<file path="src/shared/fpdec_defines.vh">
// Opcode, function code and decoder encoding constants
`ifndef FPDEC_DEFINES_VH
`define FPDEC_DEFINES_VH
// Primary opcodes
`define OPC_PAL_CALL   6'h00
`define OPC_MISC       6'h18
`define OPC_INT_ARITH  6'h10
`define OPC_INT_LOGIC  6'h11
`define OPC_INT_SHIFT  6'h12
`define OPC_INT_MUL    6'h13
`define OPC_MAKER_RES  6'h14
`define OPC_VAX_FLOAT  6'h15
`define OPC_IEEE_FLOAT 6'h16
`define OPC_FLT_OPER   6'h17
`define OPC_HW_MFPR    6'h19
`define OPC_JUMP       6'h1a
`define OPC_HW_LD      6'h1b
`define OPC_SEXT_MVI   6'h1c
`define OPC_HW_MTPR    6'h1d
`define OPC_HW_RET     6'h1e
`define OPC_HW_ST      6'h1f
// Instruction groups
`define GRP_W          4'h4
`define GRP_PAL_CALL   4'h0
`define GRP_MEM        4'h1
`define GRP_BRANCH     4'h2
`define GRP_INT_ARITH  4'h3
`define GRP_INT_LOGIC  4'h4
`define GRP_INT_SHIFT  4'h5
`define GRP_INT_MUL    4'h6
`define GRP_VAX_FLOAT  4'h7
`define GRP_IEEE_FLOAT 4'h8
`define GRP_FLT_OPER   4'h9
`define GRP_MISC       4'ha
`define GRP_JUMP       4'hb
`define GRP_SEXT_MVI   4'hc
`define GRP_PAL_HW     4'hd
`define GRP_RES_MAKER  4'he
// Privileged hardware sub-operations
`define PHW_NONE       3'h0
`define PHW_LOAD       3'h1
`define PHW_STORE      3'h2
`define PHW_RETURN     3'h3
`define PHW_MFPR       3'h4
`define PHW_MTPR       3'h5
// Floating operations
`define FOP_NONE       5'h00
`define FOP_ADD_S      5'h01
`define FOP_SUB_S      5'h02
`define FOP_MUL_S      5'h03
`define FOP_DIV_S      5'h04
`define FOP_ADD_D      5'h05
`define FOP_SUB_D      5'h06
`define FOP_MUL_D      5'h07
`define FOP_DIV_D      5'h08
`define FOP_CMP_UN     5'h09
`define FOP_CMP_EQ     5'h0a
`define FOP_CMP_LT     5'h0b
`define FOP_CMP_LE     5'h0c
`define FOP_Q_TO_S     5'h0d
`define FOP_Q_TO_D     5'h0e
`define FOP_D_TO_S     5'h0f
`define FOP_S_TO_D     5'h10
`define FOP_D_TO_Q     5'h11
`define FOP_VD_TO_G    5'h12
`define FOP_VG_TO_D    5'h13
// Rounding modes
`define RND_NORMAL     2'h0
`define RND_CHOPPED    2'h1
`define RND_MINUS_INF  2'h2
`define RND_DYNAMIC    2'h3
// Qualifier bits of the function code
`define FC_SW_BIT      10
`define FC_INEXACT_BIT 9
`define FC_TRAP_BIT    8
`define FC_RND_HI      7
`define FC_RND_LO      6
// Decode latency in cycles from valid in to valid out
`define DEC_LATENCY    1
`endif

</file>
<file path="src/hw/opcode_group_decode.v">
// Primary opcode to instruction group decode
`timescale 1ns/1ps
`include "fpdec_defines.vh"
module opcode_group_decode (
    input  wire [5:0] opcode,
    output reg  [3:0] group,
    output reg  [2:0] pal_hw_op,
    output reg        reserved
);
    always @* begin
        group     = `GRP_RES_MAKER;
        pal_hw_op = `PHW_NONE;
        reserved  = 1'b0;
        if (opcode[5:4] == 2'b11) begin
            group = `GRP_BRANCH;
        end else if (opcode[5:4] == 2'b10 || opcode[5:3] == 3'b001) begin
            group = `GRP_MEM;
        end else begin
            case (opcode)
                `OPC_PAL_CALL:   group = `GRP_PAL_CALL;
                `OPC_INT_ARITH:  group = `GRP_INT_ARITH;
                `OPC_INT_LOGIC:  group = `GRP_INT_LOGIC;
                `OPC_INT_SHIFT:  group = `GRP_INT_SHIFT;
                `OPC_INT_MUL:    group = `GRP_INT_MUL;
                `OPC_JUMP:       group = `GRP_JUMP;
                `OPC_IEEE_FLOAT: group = `GRP_IEEE_FLOAT;
                `OPC_VAX_FLOAT:  group = `GRP_VAX_FLOAT;
                `OPC_FLT_OPER:   group = `GRP_FLT_OPER;
                `OPC_MISC:       group = `GRP_MISC;
                `OPC_SEXT_MVI:   group = `GRP_SEXT_MVI;
                `OPC_HW_LD: begin
                    group     = `GRP_PAL_HW;
                    pal_hw_op = `PHW_LOAD;
                end
                `OPC_HW_ST: begin
                    group     = `GRP_PAL_HW;
                    pal_hw_op = `PHW_STORE;
                end
                `OPC_HW_RET: begin
                    group     = `GRP_PAL_HW;
                    pal_hw_op = `PHW_RETURN;
                end
                `OPC_HW_MFPR: begin
                    group     = `GRP_PAL_HW;
                    pal_hw_op = `PHW_MFPR;
                end
                `OPC_HW_MTPR: begin
                    group     = `GRP_PAL_HW;
                    pal_hw_op = `PHW_MTPR;
                end
                // 01..07 and 14 reserved to maker
                default: begin
                    group    = `GRP_RES_MAKER;
                    reserved = 1'b1;
                end
            endcase
        end
    end
endmodule

</file>
<file path="src/hw/fp_code_table.v">
// Floating-point function code tables for IEEE and VAX groups
`timescale 1ns/1ps
`include "fpdec_defines.vh"
module fp_code_table (
    input  wire        is_vax,
    input  wire [10:0] func,
    output reg  [4:0]  fop,
    output reg         legal
);
    reg [1:0] rnd;
    reg [2:0] trap;
    reg [4:0] base;
    always @* begin
        rnd   = func[`FC_RND_HI:`FC_RND_LO];
        trap  = {func[`FC_SW_BIT], func[`FC_INEXACT_BIT], func[`FC_TRAP_BIT]};
        fop   = `FOP_NONE;
        legal = 1'b0;
        base  = `FOP_NONE;
        // Low six bits name the operation
        case (func[5:0])
            6'h00: base = `FOP_ADD_S;
            6'h01: base = `FOP_SUB_S;
            6'h02: base = `FOP_MUL_S;
            6'h03: base = `FOP_DIV_S;
            6'h20: base = `FOP_ADD_D;
            6'h21: base = `FOP_SUB_D;
            6'h22: base = `FOP_MUL_D;
            6'h23: base = `FOP_DIV_D;
            6'h24: base = is_vax ? `FOP_NONE : `FOP_CMP_UN;
            6'h25: base = `FOP_CMP_EQ;
            6'h26: base = `FOP_CMP_LT;
            6'h27: base = `FOP_CMP_LE;
            6'h3c: base = `FOP_Q_TO_S;
            6'h3e: base = `FOP_Q_TO_D;
            // Single-to-double owns 2AC/6AC only: bits 9:6 read 1010
            6'h2c: base = (!is_vax && func[9:6] == 4'b1010) ? `FOP_S_TO_D : `FOP_D_TO_S;
            6'h2f: base = `FOP_D_TO_Q;
            6'h1e: base = is_vax ? `FOP_VD_TO_G : `FOP_NONE;
            6'h2d: base = is_vax ? `FOP_VG_TO_D : `FOP_NONE;
            default: base = `FOP_NONE;
        endcase
        fop = base;
        if (!is_vax) begin
            case (base)
                `FOP_ADD_S, `FOP_SUB_S, `FOP_MUL_S, `FOP_DIV_S,
                `FOP_ADD_D, `FOP_SUB_D, `FOP_MUL_D, `FOP_DIV_D,
                `FOP_D_TO_S:
                    legal = (trap == 3'b000) || (trap == 3'b001) ||
                            (trap == 3'b101) || (trap == 3'b111);
                `FOP_CMP_UN, `FOP_CMP_EQ, `FOP_CMP_LT, `FOP_CMP_LE:
                    legal = (rnd == 2'b10) && ((trap == 3'b000) || (trap == 3'b101));
                `FOP_Q_TO_S, `FOP_Q_TO_D:
                    legal = (trap == 3'b000) || (trap == 3'b111);
                `FOP_S_TO_D:
                    legal = (trap == 3'b010) || (trap == 3'b110);
                `FOP_D_TO_Q:
                    legal = (trap == 3'b000) || (trap == 3'b001) ||
                            (trap == 3'b101) || (trap == 3'b111);
                default: legal = 1'b0;
            endcase
        end else begin
            // VAX has only normal and chopped rounding, no inexact bit
            case (base)
                `FOP_ADD_S, `FOP_SUB_S, `FOP_MUL_S, `FOP_DIV_S,
                `FOP_ADD_D, `FOP_SUB_D, `FOP_MUL_D, `FOP_DIV_D,
                `FOP_D_TO_S, `FOP_VD_TO_G, `FOP_VG_TO_D:
                    legal = !func[`FC_RND_LO] && !func[`FC_INEXACT_BIT];
                `FOP_CMP_EQ, `FOP_CMP_LT, `FOP_CMP_LE:
                    legal = (rnd == 2'b10) && !func[`FC_INEXACT_BIT] &&
                            !func[`FC_TRAP_BIT];
                `FOP_Q_TO_S, `FOP_Q_TO_D:
                    legal = !func[`FC_RND_LO] && (trap == 3'b000);
                `FOP_D_TO_Q:
                    legal = !func[`FC_RND_LO] && !func[`FC_INEXACT_BIT];
                default: legal = 1'b0;
            endcase
        end
        if (!legal) begin
            fop = `FOP_NONE;
        end
    end
endmodule

</file>
<file path="src/hw/fp_function_code_decoder.v">
// Instruction group and floating function code decoder, registered outputs
//
// How it works
// - Opcode 16 is the IEEE float group, decoded by 11-bit function.
// - Opcode 15 is the VAX float group, same field, separate table.
// - IEEE single arithmetic at 080-083, double at 0A0-0A3.
// - Rounding from bits: normal, chopped, minus infinity, dynamic.
// - Added 100 enables underflow trap, e.g. 182.
// - Added 500 software underflow, 700 software underflow inexact.
// - Double compares only 0A4-0A7 or 5A4-5A7.
// - Quad-to-float conversions at 0BC/0BE, no underflow-only forms.
// - Single-to-double only 2AC or 6AC; double-to-single fully qualified.
// - IEEE double-to-quad at 0AF with overflow and software variants.
// - VAX arithmetic: chopped, underflow 100, software 400.
// - VAX double-to-quad at 0AF with chopped, overflow, software.
// - All 64 primary opcodes 00 through 3F decoded.
// - 12 shift, 1A jump, 10/11/13 arithmetic, logical, multiply.
// - 19,1B,1D,1E,1F privileged hardware; 01-07 and 14 maker reserved.
// - 08-0F, 20-2F memory format; 30-3F branch format.
// - 1C sign-extend/motion-video, 18 miscellaneous memory group.
// - Privileged hardware load, store, return, move-from, move-to.
`timescale 1ns/1ps
`include "fpdec_defines.vh"
module fp_function_code_decoder (
    input  wire        CLK_SYS,
    input  wire        RST,
    input  wire        INSN_VALID,
    input  wire [31:0] INSN,
    output reg         DEC_VALID,
    output reg  [3:0]  GROUP,
    output reg  [2:0]  PAL_HW_OP,
    output reg  [4:0]  FP_OP,
    output reg  [1:0]  ROUND_MODE,
    output reg         ROUND_DYNAMIC,
    output reg         TRAP_UNDERFLOW,
    output reg         TRAP_OVERFLOW,
    output reg         TRAP_INEXACT,
    output reg         SW_COMPLETION,
    output reg         ILLEGAL
);
    // ------------------------------------------------------------
    // Field split
    // ------------------------------------------------------------
    wire [5:0]  opcode = INSN[31:26];
    wire [10:0] func   = INSN[15:5];
    wire [3:0]  group;
    wire [2:0]  pal_hw_op;
    wire        reserved;
    wire [4:0]  fop;
    wire        fp_legal;
    wire        is_fp  = (group == `GRP_IEEE_FLOAT) || (group == `GRP_VAX_FLOAT);
    wire        is_vax = (group == `GRP_VAX_FLOAT);

    opcode_group_decode u_group (
        .opcode    (opcode),
        .group     (group),
        .pal_hw_op (pal_hw_op),
        .reserved  (reserved)
    );

    fp_code_table u_table (
        .is_vax (is_vax),
        .func   (func),
        .fop    (fop),
        .legal  (fp_legal)
    );

    // ------------------------------------------------------------
    // Qualifier extraction
    // ------------------------------------------------------------
    reg [1:0] next_round;
    reg       next_unf;
    reg       next_ovf;
    reg       next_ine;
    reg       next_sw;
    reg       next_illegal;
    reg       to_quad;
    always @* begin
        next_round   = `RND_NORMAL;
        next_unf     = 1'b0;
        next_ovf     = 1'b0;
        next_ine     = 1'b0;
        next_sw      = 1'b0;
        to_quad      = (fop == `FOP_D_TO_Q);
        next_illegal = reserved || (is_fp && !fp_legal);
        if (is_fp && fp_legal) begin
            case (func[`FC_RND_HI:`FC_RND_LO])
                2'b10:   next_round = `RND_NORMAL;
                2'b00:   next_round = `RND_CHOPPED;
                2'b01:   next_round = `RND_MINUS_INF;
                2'b11:   next_round = `RND_DYNAMIC;
                default: next_round = `RND_NORMAL;
            endcase
            // Single-to-double carries rounding bits as part of its code
            if (fop == `FOP_S_TO_D) begin
                next_round = `RND_NORMAL;
            end
            // trap bit is underflow, or overflow for quad results
            next_unf = func[`FC_TRAP_BIT] && !to_quad;
            next_ovf = func[`FC_TRAP_BIT] && to_quad;
            next_sw  = func[`FC_SW_BIT];
            next_ine = func[`FC_INEXACT_BIT] && !is_vax;
            // Bit 9 of the single-to-double code is part of the code, not inexact
            if (fop == `FOP_S_TO_D) begin
                next_ine = 1'b0;
            end
        end
    end

    // ------------------------------------------------------------
    // Output registers
    // ------------------------------------------------------------
    always @(posedge CLK_SYS or posedge RST) begin
        if (RST) begin
            DEC_VALID      <= 1'b0;
            GROUP          <= `GRP_PAL_CALL;
            PAL_HW_OP      <= `PHW_NONE;
            FP_OP          <= `FOP_NONE;
            ROUND_MODE     <= `RND_NORMAL;
            ROUND_DYNAMIC  <= 1'b0;
            TRAP_UNDERFLOW <= 1'b0;
            TRAP_OVERFLOW  <= 1'b0;
            TRAP_INEXACT   <= 1'b0;
            SW_COMPLETION  <= 1'b0;
            ILLEGAL        <= 1'b0;
        end else begin
            DEC_VALID <= INSN_VALID;
            // Hold fields while idle so downstream sees stable values
            if (INSN_VALID) begin
                GROUP          <= group;
                PAL_HW_OP      <= pal_hw_op;
                FP_OP          <= is_fp ? fop : `FOP_NONE;
                ROUND_MODE     <= next_round;
                ROUND_DYNAMIC  <= (next_round == `RND_DYNAMIC);
                TRAP_UNDERFLOW <= next_unf;
                TRAP_OVERFLOW  <= next_ovf;
                TRAP_INEXACT   <= next_ine;
                SW_COMPLETION  <= next_sw;
                ILLEGAL        <= next_illegal;
            end
        end
    end
endmodule

</file>
<file path="config.mk">
export PLATFORM = sky130hd
export DESIGN_NAME = fp_function_code_decoder
export DESIGN_NICKNAME = d
export VERILOG_FILES = /design/src/hw/opcode_group_decode.v /design/src/hw/fp_code_table.v /design/src/hw/fp_function_code_decoder.v
export VERILOG_INCLUDE_DIRS = /design/src /design/src/shared
export SDC_FILE = /design/constraint.sdc
export NUM_CORES = 1
export LEC_CHECK = 0
export ABC_CLOCK_PERIOD_IN_PS = 2600
export BUFFER_PORTS_ARGS = -buffer_cell sky130_fd_sc_hd__buf_2
export CAP_MARGIN = 20
export CELL_PAD_IN_SITES_DETAIL_PLACEMENT = 0
export CELL_PAD_IN_SITES_GLOBAL_PLACEMENT = 2
export CORE_MARGIN = 1.5
export CORE_UTILIZATION = 31
export CTS_CLUSTER_SIZE = 14
export DETAILED_ROUTE_END_ITERATION = 8
export GPL_TIMING_DRIVEN = 0
export PLACE_DENSITY = 0.85
export RECOVER_POWER = 100
export SLEW_MARGIN = 20
export SYNTH_ARGS = -nofsm -noshare
export SYNTH_HDL_FRONTEND = slang
export SYNTH_SLANG_ARGS = --single-unit
</file>
<file path="constraint.sdc">
create_clock -name CLK_SYS -period 2.6 [get_ports CLK_SYS]
set_input_delay 0 -clock CLK_SYS [delete_from_list [all_inputs] [get_ports CLK_SYS]]
set_output_delay 0 -clock CLK_SYS [all_outputs]
set_load 0.005 [all_outputs]
</file>
== Word-level counts from Yosys, hierarchy flattened ==
Index checks and enable logic that the tools add are counted.
Word-level totals
  flip-flop bits (word level): 21
  input bits: 35
Operators by class
  equality and inequality tests: 68
  mux-type cells: 27
  reduce and logical (&&, ||, !) cells: 37
Operator list (count)
  $eq A6 B5 Y1 const B: 16
  $pmux W5 S18: 1
  $eq A6 B6 Y1 const B: 13
  $pmux W4 S12: 1
  $eq A5 B4 Y1 const B: 8
  $eq A5 B5 Y1 const B: 6
  $mux W5: 5
  $eq A5 B3 Y1 const B: 4
  $reduce_or A16 Y1: 1
  $pmux W3 S5: 1
  $eq A6 B2 Y1 const B: 2
  $logic_not A6 Y1: 2
  $mux W4: 3
  $reduce_or A12 Y1: 1
  $logic_and A1 B1 Y1: 11
  $eq A2 B2 Y1 const B: 5
  $eq A5 B2 Y1 const B: 2
  $reduce_or A10 Y1: 1
  $eq A3 B3 Y1 const B: 3
  $logic_or A1 B1 Y1: 9
  $mux W1: 9
  $eq A4 B4 Y1 const B: 2
  $pmux W2 S4: 1
  $eq A3 B1 Y1 const B: 2
  16 further kinds: 23

== Depth between registers and ports, before layout ==
  depth after elaboration: 19
  depth in mapped cells: 9
  depth with buffers taken out: 8

== Cells and area by module ==
From an unflattened synthesis, not the netlist that was laid out.
Unflattened totals
  cell total of the unflattened synthesis: 203
  area total of the unflattened synthesis: 1800.5 sq um
Modules (own cells, without submodules)
  fp_function_code_decoder: times used 1, cells an instance 74, area an instance 930.9 sq um
  fp_code_table: times used 1, cells an instance 90, area an instance 644.4 sq um
  opcode_group_decode: times used 1, cells an instance 39, area an instance 225.2 sq um

== Worst setup path before layout ==
No wires, ideal clock.
  path kind: input to register
  start: input INSN[27]
  end: register FP_OP[1]
  library setup time: 0.096 ns
  arrival: 1.780 ns
  data required time: 2.504 ns
  slack: 0.725 ns
  stages: 9
  buffers on the path: 3
  cell sequence: buf_6 nand2b_4 or4_4 buf_6 o21ai_4 a211oi_2 a2111o_1 buf_6 o32ai_2
Between the ends
  cells in the longest elaborated chain, start to end: 16
  elaborated cells on any way between the ends: 59
  those cells by class: eq/ne (36); mux (13); reduce/logical (10)
RTL lines
  start, declared: RTL line fp_function_code_decoder.v:28  | input wire [31:0] INSN,
  $eq A6 B5 Y1: RTL line opcode_group_decode.v:19  | case (opcode)
  $reduce_or A5 Y1 (no line)
  $pmux W4 S12 *: RTL line opcode_group_decode.v:19
  $mux W4 *: RTL line opcode_group_decode.v:16  | end else if (opcode[5:4] == 2'b10 || opcode[5:3] == 3'b001) begin
  $mux W4 *: RTL line opcode_group_decode.v:14  | if (opcode[5:4] == 2'b11) begin
  $eq A4 B3 Y1 (no line)
  $logic_not A1 Y1: RTL line fp_code_table.v:36  | 6'h2c: base = (!is_vax && func[9:6] == 4'b1010) ? `FOP_S_TO_D : `FOP_D_TO_S;
  $logic_and A1 B1 Y1: RTL line fp_code_table.v:36
  $mux W5 (no line)
  $pmux W5 S18: RTL line fp_code_table.v:20  | case (func[5:0])
  $eq A5 B1 Y1 (tied with other cells): RTL line fp_code_table.v:44, fp_code_table.v:63
  $reduce_or A10 Y1 (no line) (tied with other cells)
  $pmux W1 S4 or $pmux W1 S3 (tied branches): RTL line fp_code_table.v:44, fp_code_table.v:63
  $mux W1: RTL line fp_code_table.v:43  | if (!is_vax) begin
  $mux W5: RTL line fp_code_table.v:78  | if (!legal) begin
  $mux W5 (no line) *
  end signal, assigned: RTL line fp_function_code_decoder.v:118  | FP_OP <= `FOP_NONE;
  end signal, assigned: RTL line fp_function_code_decoder.v:132  | FP_OP <= is_fp ? fop : `FOP_NONE;
  end, declared: RTL line fp_function_code_decoder.v:32  | output reg [4:0] FP_OP,
Mark *: on every way between the ends. The rest lies on a longest branch, timed or not.
A chain may end at the register's enable or synchronous reset.

== Worst setup path in the final report ==
  start: input INSN[27]
  end: register FP_OP[0]
The elaborated chain is that of the path after synthesis.

==> metrics.md <==
| Metric | Value |
|---|---|
| Critical path's largest stage delay | 0.55 ns |
| Number of global-route vias before repair | 1,447 |
| CTS Root Buffer Type | clkbuf_8 |
| Finished layout cell area | 1900 um^2 |
| All-Layer GR Usage | 15.6% |
| Fmax | 415 MHz |
| Largest net degree at the start of global routing | 22 |
| Max H-tree Level | 1 |
| Final clock period utilization by the worst path | 92.6% |
| Nets in the synthesized netlist | 227 |
| Cell type group with the largest total delay on the critical path | buffers and inverters |
| Proportion of power drawn by combinational gates | 22.1% |
| # diodes | 0 |
| Core area | 5070 um^2 |
| Wire length per cell | 13.7 um |
| Data required time at the worst endpoint | 2.75 ns |
| Antenna violations before repair | 0 |
| Switching portion of total power | 28.5% |
| Vias per inst | 5.05 |
| Worst vdd ir | 0.199 mV |
| Post-detailed-route DRC marker count | 0 |
| Crit path arrival time | 2.56 ns |
| NumNets Final | 269 |
| Num CTS Buffers | 3 |
| Sequential fraction of the synthesis area | 32.4% |
| Critical-path cell list | dlygate4sd3_1 > buf_6 > nand2b_4 > or4_1 > buf_6 > o21ai_4 > a211oi_1 > a2111o_1 > buf_6 > o32ai_1 |
| Count of pins on the block boundary | 56 |
| Distinct cell type count after synthesis | 55 |
| Critical path buffer and inverter count | 4 |
| Number of synthesized register bits | 21 |
| Remaining max-slew budget at the tightest pin | 46.3% |
| Clock network latency to the later pin of the worst-skew pair | 0.25 ns |
| Maximum Capacitance Violations | 0 |
| Number of synthesized flops with an enable pin | 0 |
| Netlist Area Pre-Place | 1620 um^2 |
| Max-slew violation count | 0 |
| Share of power burned in the clock network | 29.9% |
| Critical path launch point type | input pin |
| Placement row count | 26 |
| Post-route ant nets | 0 |
| TritonCTS Sinks | 21 |
| Peak fanout along the critical path | 10 |
| IO buf count | 34 |
| Final Setup Violations | 0 |
| Mean area per synthesized cell | 8.62 um^2 |
| Unrepaired setup endpoints after global routing | false |
| Final Routed Wirelength | 4.10 mm |
| Slowest-stage cell, CP | dlygate4sd3_1 |
| Most common library cell in the layout ignoring fill and taps | buf_2 |
| Fillcell total | 574 |
| Crit Path Class | input pin to register |
| Gr ovfl total | 0 |
| Synthesis Warnings | 0 |
| Transition time of the tightest slew-check pin | 0.805 ns |
| Share of total power in sequential cells | 47.9% |
| Final GP Congestion | 0.782 |
| Internal Dissipation | 0.509 mW |
| Vertical die dimension | 75.3 um |
| Static Leakage | 0.827 nW |
| HPWL Detailed | 3.11 mm |
| Commonest cells after routing, fill and taps aside | buf_2, dfrtp_1, nor2_1 |
| Pwr/cell area | 375 nW/um^2 |
| Worst min-delay path class | input pin to register |
| Synthesized instance count | 188 |
| Area enclosed by the die boundary | 5670 um^2 |
| CTS tree | built |
| Fraction of registers with async set/reset | 100% |
| Worst-case clock buffer depth | 2 |
| Most frequently used flop master after synthesis | dfrtp_1 |
| Worst clock skew | 0 ns |
| Crit. End Element | register |
| Worst hold slack across all endpoints | 0.0289 ns |
| Final Hold Fails | 0 |
| Outcome | finished, final reports clean |
| Ratio of cells with drive above 1 in the final layout | 21.0% |
| Die Width | 75.3 um |
| Total negative slack for setup checks | 0 ns |
| Starting density of the core | 31.9% |
| Final critical-path required period | 2.41 ns |
| DRT Pass-1 Iters | 5 |
| Switching Power | 0.203 mW |
| Detailed Route Iter0 Violations | 59 |
| Cell mode on critical path | buf_6 |
| First-pass GRT wire length | 6.89 mm |
| Instance area at placement | 1880 um^2 |
| Routed via count | 1,509 |
| Clock Pin Slew Worst Setup and Hold Paths | 0.08 ns |
| Layout overhead on the synthesized area | 17.2% |
## repair_timing
| item | in CTS | in global routing |
|---|---|---|
| endpoints found under the hold margin | 23 | 0 |
| resized for setup | 0 | 0 |
| setup buffers | 0 | 0 |
| hold buffers | 3 | 0 |
| setup endpoints to repair | 0 | 0 |
## state kept, by name (all words and copies together) (netlist names)
register / cells
DEC_VALID: 1
FP_OP: 5
GROUP: 4
ILLEGAL: 1
PAL_HW_OP: 3
ROUND_DYNAMIC: 1
ROUND_MODE: 2
SW_COMPLETION: 1
TRAP_INEXACT: 1
TRAP_OVERFLOW: 1
TRAP_UNDERFLOW: 1
## cells by family after synthesis
| family | after synthesis | share of synthesized area, % |
|---|---|---|
| buf+inv | 32 | 10.3 |
| flops | 21 | 32.4 |
| simple gates | 78 | 25.6 |
| compound gates | 50 | 27.0 |
| fa+ha+maj | 4 | 3.09 |
| xor+xnor | 3 | 1.62 |
## final timing paths
| path | slack (ns) | end | cells past startpoint | from |
|---|---|---|---|---|
| min in group asynchronous | 0.44 | GROUP[1] | 3 | RST |
| worst max register to register | 1.71 | ILLEGAL | 1 | ILLEGAL |
| worst max-delay path | 0.19 | FP_OP[0] | 10 | INSN[27] |
| worst min-delay path | 0.03 | PAL_HW_OP[1] | 3 | INSN[28] |
| max in group asynchronous | 1.64 | FP_OP[2] | 3 | RST |
| worst min register to register | 0.48 | GROUP[0] | 1 | GROUP[0] |
## metal layers
layer	part of all wire, %	wire (um)	GRT usage, %
met2	49	2000	26.1
met5	0	0	0
met4	0.58	24	4.17
met1	46	1890	22.0
met3	4.6	187	0.926
## cells in the mapped netlist, types with 3 or more instances
master      n  area (um^2)
inv_1      16         60.1
nor3_1     10         50.1
o2bb2ai_1   8         70.1
clkbuf_1    4         15.0
nand2_1    17         63.8
buf_2       4         20.0
nand2b_1    3         18.8
buf_4       5         37.5
a21oi_1     7         35.0
nor2_1     18         67.6
nand4_1     4         25.0
o32ai_2     5         81.3
dfrtp_1    21          526
o21ai_0     6         30.0
ha_1        4         50.1
nand3_1     8         40.0
buf_6       3         33.8
## layout make-up
class	instances	area, um^2	area share [%]
tap	70	87.6	4.61
timing repair buffer	37	189	9.95
sequential	21	526	27.7
inverter	16	60.1	3.16
buffer	16	106	5.60
clock buffer	3	41.3	2.17
clock inverter	1	7.51	0.395
multi-input combinational	135	882	46.4
## metrics by stage
step | util [%] | std cells | total power, mW | setup slack, ns
6_report | 37.4 | 299 | 0.712 | 0.193
5_1_grt | 37.4 | 299 | 0.765 | 0.0639
4_1_cts | 38.6 | 299 | 0.726 | 0.244
3_5_place_dp | 37.0 | 292 | 0.506 | 0.434
3_3_place_gp | 37.0 | 292 | 0.508 | 0.451
2_1_floorplan | - | 188 | 0.453 | 0.725
## power by group through the flow
stage	Combinational [mW]	Sequential, mW	Clock [mW]
after global placement	0.160	0.348	0
final	0.157	0.341	0.213
after floorplan	0.104	0.349	0
after global routing	0.179	0.343	0.243
after CTS	0.162	0.342	0.222
after detailed placement	0.158	0.348	0
Note: power is estimated with default switching activity, not from simulation.
